--- src/verilog/msr_pkg.sv ---
// Constants, types and register map of the mixed protocol serial router.
// Assumes one clock (mclk, 25 MHz) and an AXI4-Lite master for software access.
// Operation
// Multidrop master: next drop 0..99 goes out as a radio net master packet.
// Multidrop master: next drop 100..199 becomes a Modbus query, address drop minus 100.
// Remote Modbus slaves never use address 16 on the multidrop network.
// No repeater routing; drops above the packet range never become repeater routes.
// Multidrop master only masters Modbus; incoming Modbus requests on the port are dropped.
// Handshake wait, pause time and message count govern both protocols.
// Unanswered Modbus queries are not retried; packets retry as usual.
// All radio net master devices share one network identifier.
// Manual and automatic token request polling work as on a plain master port.
// All slaves use the same serial framing as the master port.
// Modbus slaves stay silent for foreign queries and never forward them.
// Dual slave: the attached device is master; the port never starts traffic.
// Attached master keeps at most one request outstanding.
// Dual slave: each routed request gets exactly one data or error answer.
// Routed requests start with the port drop or the wildcard drop 201.
// A routed request with an empty route is served locally.
// Dual slave Modbus uses the lookup table; address 255 means local access.
// Addresses 16 and 254 are never entered in the lookup table.
// With meter poll subset slaves, network identifier and handshake wait are zero.
// Raise RTS, then send after the handshake wait and CTS; zero wait means CTS only.
// Dual slave classifies each frame as routed request or Modbus query.
package msr_pkg;
   // ************************************************************
   // Register map
   // ************************************************************
   localparam logic [11:0] ADDR_CTRL = 12'h000;
   localparam logic [11:0] ADDR_DROP = 12'h004;
   localparam logic [11:0] ADDR_CTS = 12'h008;
   localparam logic [11:0] ADDR_PACE = 12'h00C;
   localparam logic [11:0] ADDR_RETRY = 12'h010;
   localparam logic [11:0] ADDR_TOUT = 12'h014;
   localparam logic [11:0] ADDR_TOKEN = 12'h018;
   localparam logic [11:0] ADDR_STAT = 12'h01C;
   localparam logic [11:0] ADDR_TAB = 12'h400;
   localparam int CTRL_MODE_LSB = 0;
   localparam int CTRL_AUTO = 2;
   localparam int CTRL_POLL = 3;
   localparam int PACE_CNT_LSB = 16;
   localparam int TAB_VALID = 8;
   localparam logic [6:0][31:0] CFG_MASK = {32'h0000FFFF, 32'h0000FFFF, 32'h0000000F,
      32'h00FFFFFF, 32'h0000FFFF, 32'h000000FF, 32'h0000000F};
   localparam logic [6:0][31:0] CFG_RST = {32'h00000000, 32'h000000C8, 32'h00000001,
      32'h00000000, 32'h00000000, 32'h00000000, 32'h00000000};
   localparam logic [1:0] RESP_OKAY = 2'h0;
   localparam logic [1:0] RESP_SLVERR = 2'h2;
   // ************************************************************
   // Drop numbers and timing
   // ************************************************************
   localparam logic [7:0] DROP_PKT_MAX = 8'h63;
   localparam logic [7:0] DROP_MB_LO = 8'h64;
   localparam logic [7:0] DROP_MB_HI = 8'hC7;
   localparam logic [7:0] DROP_WILD = 8'hC9;
   localparam logic [7:0] MB_LOCAL = 8'hFF;
   localparam int TICK_NS = 1000000;
   localparam int CLK_NS = 40;
   localparam int TICK_CYC = TICK_NS / CLK_NS;
   // ************************************************************
   // Types
   // ************************************************************
   typedef enum logic [1:0] {MODE_OFF = 2'b00, MODE_MDM = 2'b01, MODE_DUAL = 2'b10} msr_mode_t;
   typedef enum logic [1:0] {DST_PKT = 2'b00, DST_MB = 2'b01, DST_FWD = 2'b10, DST_POLL = 2'b11} msr_dest_t;
   typedef enum logic [2:0] {ST_IDLE = 3'b000, ST_RTS = 3'b001, ST_SEND = 3'b010, ST_WAIT = 3'b011,
      ST_PAUSE = 3'b100} msr_state_t;
   typedef enum logic [1:0] {RK_CFG = 2'b00, RK_STAT = 2'b01, RK_TAB = 2'b10, RK_NONE = 2'b11} msr_rkind_t;
   typedef struct packed {
      logic awvalid;
      logic [11:0] awaddr;
      logic wvalid;
      logic [31:0] wdata;
      logic [3:0] wstrb;
      logic bready;
      logic arvalid;
      logic [11:0] araddr;
      logic rready;
   } msr_axi_req_t;
   typedef struct packed {
      logic awready;
      logic wready;
      logic bvalid;
      logic [1:0] bresp;
      logic arready;
      logic rvalid;
      logic [31:0] rdata;
      logic [1:0] rresp;
   } msr_axi_rsp_t;
   typedef struct packed {
      logic fromPort;
      logic crcOk;
      logic bccOk;
      logic [3:0] routeLen;
      logic [7:0] drop0;
      logic [7:0] drop1;
      logic [7:0] mbAddr;
   } msr_msg_t;
   typedef struct packed {
      msr_dest_t dest;
      logic [7:0] addr;
   } msr_tx_t;
   typedef struct packed {
      logic err;
      logic isLocal;
   } msr_ans_t;
endpackage

--- src/verilog/msr_router.sv ---
// Routing core of one gateway serial port in multidrop master or dual slave mode.
// Assumes a framer that delivers decoded requests and a serializer that signals txDone.
`timescale 1ns/100ps
module msr_router #(
   parameter int TICK_CYC = msr_pkg::TICK_CYC
) (
   input wire logic mclk,
   input wire logic rst_n,
   input wire msr_pkg::msr_axi_req_t axiReq,
   output msr_pkg::msr_axi_rsp_t axiRsp,
   input wire logic msgValid,
   output logic msgReady,
   input wire msr_pkg::msr_msg_t msg,
   output logic rts,
   input wire logic cts,
   output logic txValid,
   input wire logic txDone,
   output msr_pkg::msr_tx_t tx,
   input wire logic replyIn,
   output logic ansValid,
   output msr_pkg::msr_ans_t ans
);
   // ************************************************************
   // State
   // ************************************************************
   typedef struct packed {
      logic [6:0][31:0] cfg;
      logic awHeld;
      logic [11:0] awAddr;
      logic wHeld;
      logic [31:0] wData;
      logic [3:0] wStrb;
      logic bvalid;
      logic [1:0] bresp;
      logic rvalid;
      logic [31:0] rdata;
      logic [1:0] rresp;
      msr_pkg::msr_state_t state;
      msr_pkg::msr_tx_t tx;
      logic viaRts;
      logic fwdMb;
      logic ansValid;
      msr_pkg::msr_ans_t ans;
      logic [23:0] tickCnt;
      logic [15:0] timer;
      logic [15:0] tokTimer;
      logic [3:0] tries;
      logic [7:0] msgCnt;
      logic [7:0] rejCnt;
   } msr_st_t;

   msr_st_t s;
   msr_st_t next_s;
   logic [8:0] tab [256];
   logic tabWe;
   logic [7:0] tabIx;
   logic [8:0] tabWd;
   logic tick;
   logic timeUp;
   logic awready;
   logic wready;
   logic arready;
   msr_pkg::msr_mode_t mode;
   logic [7:0] ownDrop;
   logic [15:0] ctsWait;
   logic [15:0] pauseTime;
   logic [7:0] msgCount;
   logic [3:0] attempts;
   logic [15:0] replyTout;
   logic [15:0] tokInterval;

   function automatic msr_pkg::msr_rkind_t regKind(input logic [11:0] a);
      if (a[11:10] == msr_pkg::ADDR_TAB[11:10]) begin
         regKind = msr_pkg::RK_TAB;
      end else if (a[11:5] != 7'h00) begin
         regKind = msr_pkg::RK_NONE;
      end else if (a[4:2] == msr_pkg::ADDR_STAT[4:2]) begin
         regKind = msr_pkg::RK_STAT;
      end else begin
         regKind = msr_pkg::RK_CFG;
      end
   endfunction

   function automatic logic [31:0] merge(input logic [31:0] old, input logic [31:0] d, input logic [3:0] be);
      for (int i = 0; i < 4; i++) begin
         merge[8*i +: 8] = be[i] ? d[8*i +: 8] : old[8*i +: 8];
      end
   endfunction

   // Modbus frames carry a CRC, routed frames a block check; anything else is noise
   function automatic logic isMbFrame(input msr_pkg::msr_msg_t m);
      isMbFrame = m.crcOk && !m.bccOk;
   endfunction

   assign mode = msr_pkg::msr_mode_t'(s.cfg[msr_pkg::ADDR_CTRL[4:2]][msr_pkg::CTRL_MODE_LSB +: 2]);
   assign ownDrop = s.cfg[msr_pkg::ADDR_DROP[4:2]][7:0];
   assign ctsWait = s.cfg[msr_pkg::ADDR_CTS[4:2]][15:0];
   assign pauseTime = s.cfg[msr_pkg::ADDR_PACE[4:2]][15:0];
   assign msgCount = s.cfg[msr_pkg::ADDR_PACE[4:2]][msr_pkg::PACE_CNT_LSB +: 8];
   assign attempts = s.cfg[msr_pkg::ADDR_RETRY[4:2]][3:0];
   assign replyTout = s.cfg[msr_pkg::ADDR_TOUT[4:2]][15:0];
   assign tokInterval = s.cfg[msr_pkg::ADDR_TOKEN[4:2]][15:0];
   assign timeUp = (s.timer >= replyTout);

   // ************************************************************
   // Next state
   // ************************************************************
   always_comb begin
      next_s = s;
      tabWe = 1'b0;
      tabIx = s.awAddr[9:2];
      tabWd = '0;
      next_s.ansValid = 1'b0;
      tick = (s.tickCnt == 24'(TICK_CYC - 1));
      next_s.tickCnt = tick ? 24'h000000 : s.tickCnt + 24'h000001;
      if (tick && s.state != msr_pkg::ST_IDLE && s.timer != 16'hFFFF) begin
         next_s.timer = s.timer + 16'h0001;
      end
      if (mode == msr_pkg::MODE_MDM && s.cfg[msr_pkg::ADDR_CTRL[4:2]][msr_pkg::CTRL_AUTO] && tick &&
         s.tokTimer != 16'hFFFF) begin
         next_s.tokTimer = s.tokTimer + 16'h0001;
      end
      unique case (s.state)
         msr_pkg::ST_IDLE: begin
            next_s.timer = 16'h0000;
            next_s.tries = 4'h1;
            next_s.viaRts = 1'b0;
            next_s.fwdMb = 1'b0;
            if (msgValid) begin
               if (mode == msr_pkg::MODE_MDM) begin
                  if (msg.fromPort) begin
                     if (isMbFrame(msg)) begin
                        next_s.rejCnt = s.rejCnt + 8'h01;
                     end
                  end else if (msg.drop1 <= msr_pkg::DROP_PKT_MAX) begin
                     next_s.tx = '{dest: msr_pkg::DST_PKT, addr: msg.drop1};
                     next_s.viaRts = 1'b1;
                     next_s.state = msr_pkg::ST_RTS;
                  end else if (msg.drop1 <= msr_pkg::DROP_MB_HI) begin
                     next_s.tx = '{dest: msr_pkg::DST_MB, addr: msg.drop1 - msr_pkg::DROP_MB_LO};
                     next_s.viaRts = 1'b1;
                     next_s.state = msr_pkg::ST_RTS;
                  end else begin
                     // Beyond the Modbus window there is no repeater path to fall back on
                     next_s.ansValid = 1'b1;
                     next_s.ans = '{err: 1'b1, isLocal: 1'b0};
                  end
               end else if (mode == msr_pkg::MODE_DUAL && msg.fromPort) begin
                  if (isMbFrame(msg)) begin
                     if (msg.mbAddr == msr_pkg::MB_LOCAL) begin
                        next_s.ansValid = 1'b1;
                        next_s.ans = '{err: 1'b0, isLocal: 1'b1};
                     end else if (tab[msg.mbAddr][msr_pkg::TAB_VALID]) begin
                        next_s.tx = '{dest: msr_pkg::DST_FWD, addr: tab[msg.mbAddr][7:0]};
                        next_s.fwdMb = 1'b1;
                        next_s.state = msr_pkg::ST_SEND;
                     end
                  end else if (msg.bccOk) begin
                     next_s.ansValid = 1'b1;
                     next_s.ans = '{err: 1'b1, isLocal: 1'b0};
                     if (msg.routeLen == 4'h0) begin
                        next_s.ans = '{err: 1'b0, isLocal: 1'b1};
                     end else if (msg.drop0 == ownDrop || msg.drop0 == msr_pkg::DROP_WILD) begin
                        next_s.ansValid = 1'b0;
                        next_s.tx = '{dest: msr_pkg::DST_FWD, addr: msg.drop1};
                        next_s.state = msr_pkg::ST_SEND;
                     end
                  end
               end
            end else if (mode == msr_pkg::MODE_MDM && (s.cfg[msr_pkg::ADDR_CTRL[4:2]][msr_pkg::CTRL_POLL] ||
               (s.cfg[msr_pkg::ADDR_CTRL[4:2]][msr_pkg::CTRL_AUTO] && tokInterval != 16'h0000 &&
               s.tokTimer >= tokInterval))) begin
               next_s.cfg[msr_pkg::ADDR_CTRL[4:2]][msr_pkg::CTRL_POLL] = 1'b0;
               next_s.tokTimer = 16'h0000;
               next_s.tx = '{dest: msr_pkg::DST_POLL, addr: ownDrop};
               next_s.viaRts = 1'b1;
               next_s.state = msr_pkg::ST_RTS;
            end
         end
         msr_pkg::ST_RTS: begin
            // Handshake wait and CTS must both be met; a zero wait leaves CTS alone
            if (s.timer >= ctsWait && cts) begin
               next_s.state = msr_pkg::ST_SEND;
            end
         end
         msr_pkg::ST_SEND: begin
            if (txDone) begin
               next_s.timer = 16'h0000;
               next_s.state = msr_pkg::ST_WAIT;
            end
         end
         msr_pkg::ST_WAIT: begin
            if (replyIn || timeUp) begin
               next_s.state = msr_pkg::ST_IDLE;
               if (!replyIn && s.tx.dest == msr_pkg::DST_PKT && s.tries < attempts) begin
                  next_s.tries = s.tries + 4'h1;
                  next_s.timer = 16'h0000;
                  next_s.state = msr_pkg::ST_RTS;
               end else begin
                  if (s.tx.dest != msr_pkg::DST_POLL && !(s.fwdMb && !replyIn)) begin
                     next_s.ansValid = 1'b1;
                     next_s.ans = '{err: !replyIn, isLocal: 1'b0};
                  end
                  if (s.viaRts) begin
                     next_s.msgCnt = s.msgCnt + 8'h01;
                     if (msgCount == 8'h00 || s.msgCnt + 8'h01 >= msgCount) begin
                        next_s.msgCnt = 8'h00;
                        next_s.timer = 16'h0000;
                        next_s.state = msr_pkg::ST_PAUSE;
                     end
                  end
               end
            end
         end
         msr_pkg::ST_PAUSE: begin
            if (s.timer >= pauseTime) begin
               next_s.state = msr_pkg::ST_IDLE;
            end
         end
         default: begin
            next_s.state = msr_pkg::ST_IDLE;
         end
      endcase
      // ************************************************************
      // AXI4-Lite slave; placed after the engine so a poll write wins over its clear
      // ************************************************************
      awready = !s.awHeld && !s.bvalid;
      wready = !s.wHeld && !s.bvalid;
      arready = !s.rvalid;
      if (axiReq.awvalid && awready) begin
         next_s.awHeld = 1'b1;
         next_s.awAddr = axiReq.awaddr;
      end
      if (axiReq.wvalid && wready) begin
         next_s.wHeld = 1'b1;
         next_s.wData = axiReq.wdata;
         next_s.wStrb = axiReq.wstrb;
      end
      if (s.awHeld && s.wHeld) begin
         next_s.awHeld = 1'b0;
         next_s.wHeld = 1'b0;
         next_s.bvalid = 1'b1;
         next_s.bresp = msr_pkg::RESP_OKAY;
         unique case (regKind(s.awAddr))
            msr_pkg::RK_CFG: begin
               next_s.cfg[s.awAddr[4:2]] = merge(next_s.cfg[s.awAddr[4:2]], s.wData, s.wStrb) &
                  msr_pkg::CFG_MASK[s.awAddr[4:2]];
            end
            msr_pkg::RK_TAB: begin
               tabWe = 1'b1;
               tabWd = 9'(merge({23'h000000, tab[tabIx]}, s.wData, s.wStrb));
            end
            msr_pkg::RK_STAT, msr_pkg::RK_NONE: begin
               next_s.bresp = msr_pkg::RESP_SLVERR;
            end
         endcase
      end
      if (s.bvalid && axiReq.bready) begin
         next_s.bvalid = 1'b0;
      end
      if (s.rvalid && axiReq.rready) begin
         next_s.rvalid = 1'b0;
      end
      if (axiReq.arvalid && arready) begin
         next_s.rvalid = 1'b1;
         next_s.rresp = msr_pkg::RESP_OKAY;
         unique case (regKind(axiReq.araddr))
            msr_pkg::RK_CFG: next_s.rdata = s.cfg[axiReq.araddr[4:2]];
            msr_pkg::RK_STAT: next_s.rdata = {16'h0000, s.rejCnt, 5'h00, s.state};
            msr_pkg::RK_TAB: next_s.rdata = {23'h000000, tab[axiReq.araddr[9:2]]};
            msr_pkg::RK_NONE: begin
               next_s.rdata = 32'h00000000;
               next_s.rresp = msr_pkg::RESP_SLVERR;
            end
         endcase
      end
   end

   always_ff @(posedge mclk or negedge rst_n) begin
      if (!rst_n) begin
         s <= '{cfg: msr_pkg::CFG_RST, state: msr_pkg::ST_IDLE, tx: '{dest: msr_pkg::DST_PKT, addr: 8'h00},
            default: '0};
      end else begin
         s <= next_s;
      end
   end

   // Lookup table has no reset; software must fill it before enabling dual slave mode
   always_ff @(posedge mclk) begin
      if (tabWe) begin
         tab[tabIx] <= tabWd;
      end
   end

   // ************************************************************
   // Outputs
   // ************************************************************
   assign msgReady = (s.state == msr_pkg::ST_IDLE);
   assign rts = s.viaRts && (s.state == msr_pkg::ST_RTS || s.state == msr_pkg::ST_SEND);
   assign txValid = (s.state == msr_pkg::ST_SEND);
   assign tx = s.tx;
   assign ansValid = s.ansValid;
   assign ans = s.ans;
   assign axiRsp = '{awready: awready, wready: wready, bvalid: s.bvalid, bresp: s.bresp, arready: arready,
      rvalid: s.rvalid, rdata: s.rdata, rresp: s.rresp};
endmodule // msr_router

--- config.mk ---
export PLATFORM = sky130hd
export DESIGN_NAME = msr_router
export DESIGN_NICKNAME = d
export VERILOG_FILES = /design/src/verilog/msr_pkg.sv /design/src/verilog/msr_router.sv
export SDC_FILE = /design/constraint.sdc
export NUM_CORES = 2
export LEC_CHECK = 0
export BUFFER_PORTS_ARGS = -buffer_cell sky130_fd_sc_hd__buf_4
export CORE_ASPECT_RATIO = 2
export CORE_MARGIN = 8
export CORE_UTILIZATION = 50
export DETAILED_ROUTE_END_ITERATION = 8
export HOLD_SLACK_MARGIN = 0.03
export PLACE_DENSITY = 0.64
export SYNTH_ARGS = -nofsm -noshare
export SYNTH_HDL_FRONTEND = slang
export SYNTH_SLANG_ARGS = --single-unit
--- constraint.sdc ---
create_clock -name mclk -period 8.38 [get_ports mclk]
set_clock_uncertainty 0.05 [all_clocks]
set_input_delay 0.838 -clock mclk [delete_from_list [all_inputs] [get_ports mclk]]
set_output_delay 0.838 -clock mclk [all_outputs]
set_load 0.005 [all_outputs]
Word level (Yosys, flattened, before mapping)
Memory sizes are Yosys's and may differ from the RTL's.
Index checks and enable logic that the tools add are counted.
{"block": "classes", "add_sub_neg": 7, "order_cmp": 11, "n_eq_ne": 56, "muxes": 103, "n_bitwise": 2, "n_reduce_logical": 63}
{"op": "bitwise mux 224 bit", "count": 1}
{"op": "binary-select mux 32 bit (select 3 bit)", "count": 2}
{"op": "two-way mux 16 bit", "count": 10}
{"op": "two-way mux 32 bit", "count": 4}
{"op": "case mux 32 bit (4 select lines)", "count": 1}
{"op": "two-way mux 13 bit", "count": 9}
{"op": "demux 32 bit (select 3 bit)", "count": 1}
{"op": "two-way mux 14 bit", "count": 5}
{"op": ">= comparator 16 bit", "count": 4}
{"op": "two-way mux 8 bit", "count": 8}
{"op": "two-way mux 3 bit", "count": 18}
{"op": "case mux 16 bit (3 select lines)", "count": 1}
{"op": "two-way mux 37 bit", "count": 1}
{"op": "two-way mux 35 bit", "count": 1}
{"op": "adder 16 x 1 -> 16 bit, second input constant", "count": 2}
{"op": "AND 32 bit", "count": 1}
{"op": "!= test 16 bit, second input constant", "count": 2}
{"op": "logical AND 1 bit", "count": 25}
{"op": "adder 24 x 1 -> 24 bit, second input constant", "count": 1}
{"op": "equality test 24 x 15 -> 1 bit, second input constant", "count": 1}
{"op": "two-way mux 24 bit", "count": 1}
{"op": "two-way mux 1 bit", "count": 20}
{"op": "two-way mux 2 bit", "count": 9}
{"op": "two-way mux 9 bit", "count": 2}
{"op": "other kinds (54)", "count": 112}
{"block": "word_totals", "ff_bits": 406, "ramBits": 2304, "mem_bits_ro": 256, "input_bits": 102, "n_memories": 2}
{"name": "tab", "depth": 256, "word_bits": 9, "read_ports": 2, "rd_clocked_by_memory_dff": 0, "write_ports": 1, "line_no": "msr_router.sv:54", "text": "logic [8:0] tab [256];"}
{"name": "(name not given)", "depth": 8, "word_bits": 32, "read_ports": 1, "rd_clocked_by_memory_dff": 0, "write_ports": 0, "line_no": "msr_router.sv:247", "text": "msr_pkg::CFG_MASK[s.awAddr[4:2]];"}

Depth between registers and ports, before layout
{"block": "depth", "depth_word": 15, "ltp_mapped": 18, "ltp_nobuf": 11}

Worst setup path before layout
No wires, ideal clock.
{"block": "synth_timing", "path_kind": "register to register", "startpoint": "reg s[181] (netlist bit)", "endpoint": "mem tab[0][0] (data pin)", "setup_time_ps": 873, "arrival_time_ps": 4121, "required_ps": 7457, "setup_slack_ps": 3336, "path_stages_with_launch": 5, "n_path_buf": 1, "cell_sequence": "dfrtp_1 > nand2_1 > nor2_1 > clkbuf_1 > and3_1"}
{"block": "synth_via", "elab_chain_cells": 2}
{"item": "start, declared", "line_no": "msr_router.sv:52", "text": "msr_st_t s;"}
{"item": "start signal, assigned", "line_no": "msr_router.sv:281", "text": "s <= '{cfg: msr_pkg::CFG_RST, state: msr_pkg::ST_IDLE, tx: '{dest: msr_pkg::DST_PKT, addr: 8'h00},"}
{"item": "start signal, assigned", "line_no": "msr_router.sv:284", "text": "s <= next_s;"}
{"item": "logical AND 1 bit", "line_no": "msr_router.sv:239", "text": "if (s.awHeld && s.wHeld) begin"}
{"item": "two-way mux 9 bit", "line_no": "msr_router.sv:239"}
{"item": "net tabWd[0]", "line_no": "msr_router.sv:57", "text": "logic [8:0] tabWd;"}
{"item": "end, declared", "line_no": "msr_router.sv:54"}
The timed path passes the listed nets, and every way through them passes these cells.

Worst setup path in the final report
{"block": "layout_timing", "startpoint": "reg s[181] (netlist bit)", "endpoint": "mem tab[4][4] (enable)"}
{"block": "layout_via", "elab_chain_cells": 5, "word_cells_on_any_way": 6}
{"item": "logical AND 1 bit *", "line_no": "msr_router.sv:239"}
{"item": "two-way mux 1 bit", "line_no": "msr_router.sv:239"}
{"item": "two-way mux 1 bit", "line_no": "msr_router.sv:290", "text": "if (tabWe) begin"}
{"item": "two-way mux 1 bit (not written as such)", "line_no": "msr_router.sv:291", "text": "tab[tabIx] <= tabWd;"}
{"item": "AND reduction 2 bit (no line) *"}
Mark *: on every way between the ends. The rest lies on a longest branch, timed or not.

==> flow_summary.toml <==
[flow_run]
cap_violations = 0

[clock_network]
clock-root-buffer = "clkbuf_16"
cts_buf_count = 229
clk_pin_slew_ns = 0.07
clock_tree.buffer_depth = 4
cts_tree = "yes"
clock_latency_at_the_later_pin_of_the_worst_skew_pair_ns = 0.92
cts-htree-levels = 4
post_cts_resize_count = 0
numClockSinks = 2633

[sta]
achievable-frequency_mhz = 183
finalSetupViolations = 0
finalWorstSetupSlack_ns = 2.92
final.setup.tns_ns = 0
grt_setup_unrepaired = "no"
min_period_ns = 5.46
max_slew_margin_pct = 9.59
finalMaxSlewViolations = 0
final_period_utilization_pct = 65.2
worstMarginPinSlew_ns = 1.35
finalHoldViolations = 0

[global_routing]
grt_start_max_net_pins = 181
grt_first_pass_wirelength_um = 603000
number_of_antenna_violations_at_the_first_check_in_global_routing = 21
total_congestion_overflow_after_global_routing = 0
via_count_of_the_first_global_routing_pass = 79700
groute.usage.overall_pct = 31.8

[synth]
synth_cell_types = 79
sequential_fraction_of_the_synthesis_area_pct = 61.0
synth_async_reset_ratio_pct = 12.5
syn_std_cell_area_um2 = 127000
ys_seq_elements = 2633
synthDominantCellAreaShare_pct = 54.5
synth.yosys.warnings = 0
syn_inst = 7484
main_area_contributors_after_synthesis = "edfxtp_1, mux4_2, dfrtp_1, mux2i_1, nor2_1"
syn_area_per_cell_um2 = 17.0
synth_edf_count = 2304
synth_ff_type = "edfxtp_1"
netlist.top_cell.by_area = "edfxtp_1"

[detailed_routing]
detailedRoute.firstIterationViolations = 9842
vias = 77100
drtPass1Iterations = 9
routed_wirelength_um = 437000
final_antenna_net_count = 0
post-route-drc-count = 0
avgViaCountPerCell = 7.04
wire_per_inst_um = 39.9

[finish]
final_layout_size_suffix_gt1_share_pct = 26.4
final_cell_area_um2 = 139000
mostFrequentLayoutCells = "edfxtp_1, mux4_2, nor2_1"
syn_to_final_growth_pct = 9.07
final.fill_count = 19800
most_common_cell_after_layout_fill_and_taps_aside = "edfxtp_1"
finish.net_count = 7649

[pwr]
combPwrFrac_pct = 12.6
ir_worst_vdd_uv = 167
p_sw_uw = 7690
seqPwrFrac_pct = 51.0
switching_share_pct = 26.3
total_leakage_power_uw = 0.0411
internal-power_uw = 21500
power.total_uw = 29200
p_per_area_nw_per_um2 = 211
clk_pwr_share_pct = 36.4

[placed_design]
place.gp.congestion = 0.989
preCtsSetupSlack_ns = 2.81
buffers_on_ports = 135
postPlaceCellArea_um2 = 131000
place.detailed.hpwl_um = 291000

[floorplan]
start_util_pct = 50.2
die-width_um = 372
io_pins = 159
floorplan.die.height_um = 729
die_area_um2 = 271000
core_um2 = 253000
core.rowCount = 261

[worst_hold_path]
min_path_type = "input pin to register"
hold-path-cell-count = 2

[critical_path]
worstSetupEndpointType = "register"
arr_time_crit_path_ns = 5.87
worstPathMaxFanout = 18
critical_path_class = "register to register"
worst_ep_required_time_ns = 8.79
reg2reg_depth = 6
start_kind = "register"

[run_status]
run_status = "finished, final reports clean"
==> final timing paths <==
kind | slack [ns] | endpoint | startpoint
min in group asynchronous | 0.57 | s[228]$_DFFE_PN0P_ | rst_n
hold / removal | 0.10 | axiRsp[34]$_DFFE_PN0P_ | axiReq[0]
hold reg to reg | 0.43 | s[7]$_DFFE_PN0P_ | s[7]$_DFFE_PN0P_
setup reg to reg | 2.92 | tab[4][4]$_DFFE_PP_ | s[181]$_DFFE_PN0P_
max in group asynchronous | 6.19 | s[263]$_DFFE_PN0P_ | rst_n
setup / recovery | 2.92 | tab[4][4]$_DFFE_PP_ | s[181]$_DFFE_PN0P_
==> power groups by stage <==
stage / logic (uW) / registers, uW / clock network [uW]
6_report: 3680 / 14900 / 10600
5_1_grt: 3790 / 14900 / 11100
4_1_cts: 3620 / 14900 / 10700
3_5_place_dp: 3610 / 15100 / 0
3_3_place_gp: 3550 / 15100 / 0
2_1_floorplan: 2150 / 15100 / 0
==> state kept, by name (all words and copies together) (netlist names) <==
register   flops
mode           2
ansValid       1
attempts       4
s            218
ctsWait       16
axiRsp        28
msgCount       8
pauseTime     16
tab         2304
ans            2
ownDrop        8
replyTout     16
tx            10
==> critical path, stage by stage, from the launching register on <==
cell,delay (ns)
dfrtp_1,0.41
nand2_1,0.21
nor2_1,0.70
nand2_1,0.18
nor3b_1,1.07
nand2_2,1.11
nor2_1,1.28
==> layout make-up <==
cell class | instances | area, um2 | share of cell area (%)
Antenna cell | 26 | 65.1 | 0.0470
Timing Repair Buffer | 368 | 3170 | 2.29
Inverter | 106 | 408 | 0.294
Sequential cell | 2633 | 77400 | 55.9
Clock buffer | 284 | 6010 | 4.34
Tap cell | 3287 | 4110 | 2.97
Clock inverter | 129 | 1150 | 0.829
Multi-Input combinational cell | 4125 | 46200 | 33.3
==> what timing repair did <==
item | CTS | global route
hold endpoints to repair | 35 | 0
hold buffers | 2 | 0
buffers inserted | 0 | 0
==> stage by stage <==
step           cells  utilization, %  hold WS [ns]
2_1_floorplan   7493               -         0.396
3_3_place_gp   10500            51.9         0.413
3_5_place_dp   10500            51.9         0.416
4_1_cts        10900            54.8        0.0687
5_1_grt        10900            54.8         0.105
6_report       11000            54.8         0.104
==> logic make-up (layout without fill, tap and decap cells) <==
logic type | after synthesis | count (layout) | share of synthesized area (%)
AO/OA/AOI/OAI | 869 | 869 | 4.49
XOR/XNOR | 70 | 70 | 0.483
adder cells (fa/ha/maj) | 84 | 84 | 0.828
buffers and inverters | 735 | 887 | 2.84
flip-flops | 2633 | 2633 | 61.0
multiplexers | 1694 | 1694 | 25.5
other | 1 | 36 | 0.00295
AND/OR/NAND/NOR | 1398 | 1398 | 4.88
==> metal layers <==
metal | wire [um] | up-vias | global-route usage, %
met1 | 129000 | 40400 | 32.7
met2 | 218000 | 4628 | 53.6
met3 | 34300 | 1552 | 5.65
met4 | 54500 | 12 | 31.2
met5 | 72 | - | 0
li1 | - | 30500 | -
==> cell usage after synthesis (90+ instances only) <==
cell	number
edfxtp_1	2304
a21oi_1	204
o22ai_1	102
clkbuf_1	314
and2_1	90
mux4_2	1199
buf_2	114
buf_4	101
dfrtp_1	325
nor2_1	672
inv_1	104
o221ai_1	157
o21ai_0	191
nand2_1	301
mux2i_1	406
Power figures use the tool's default switching activity.
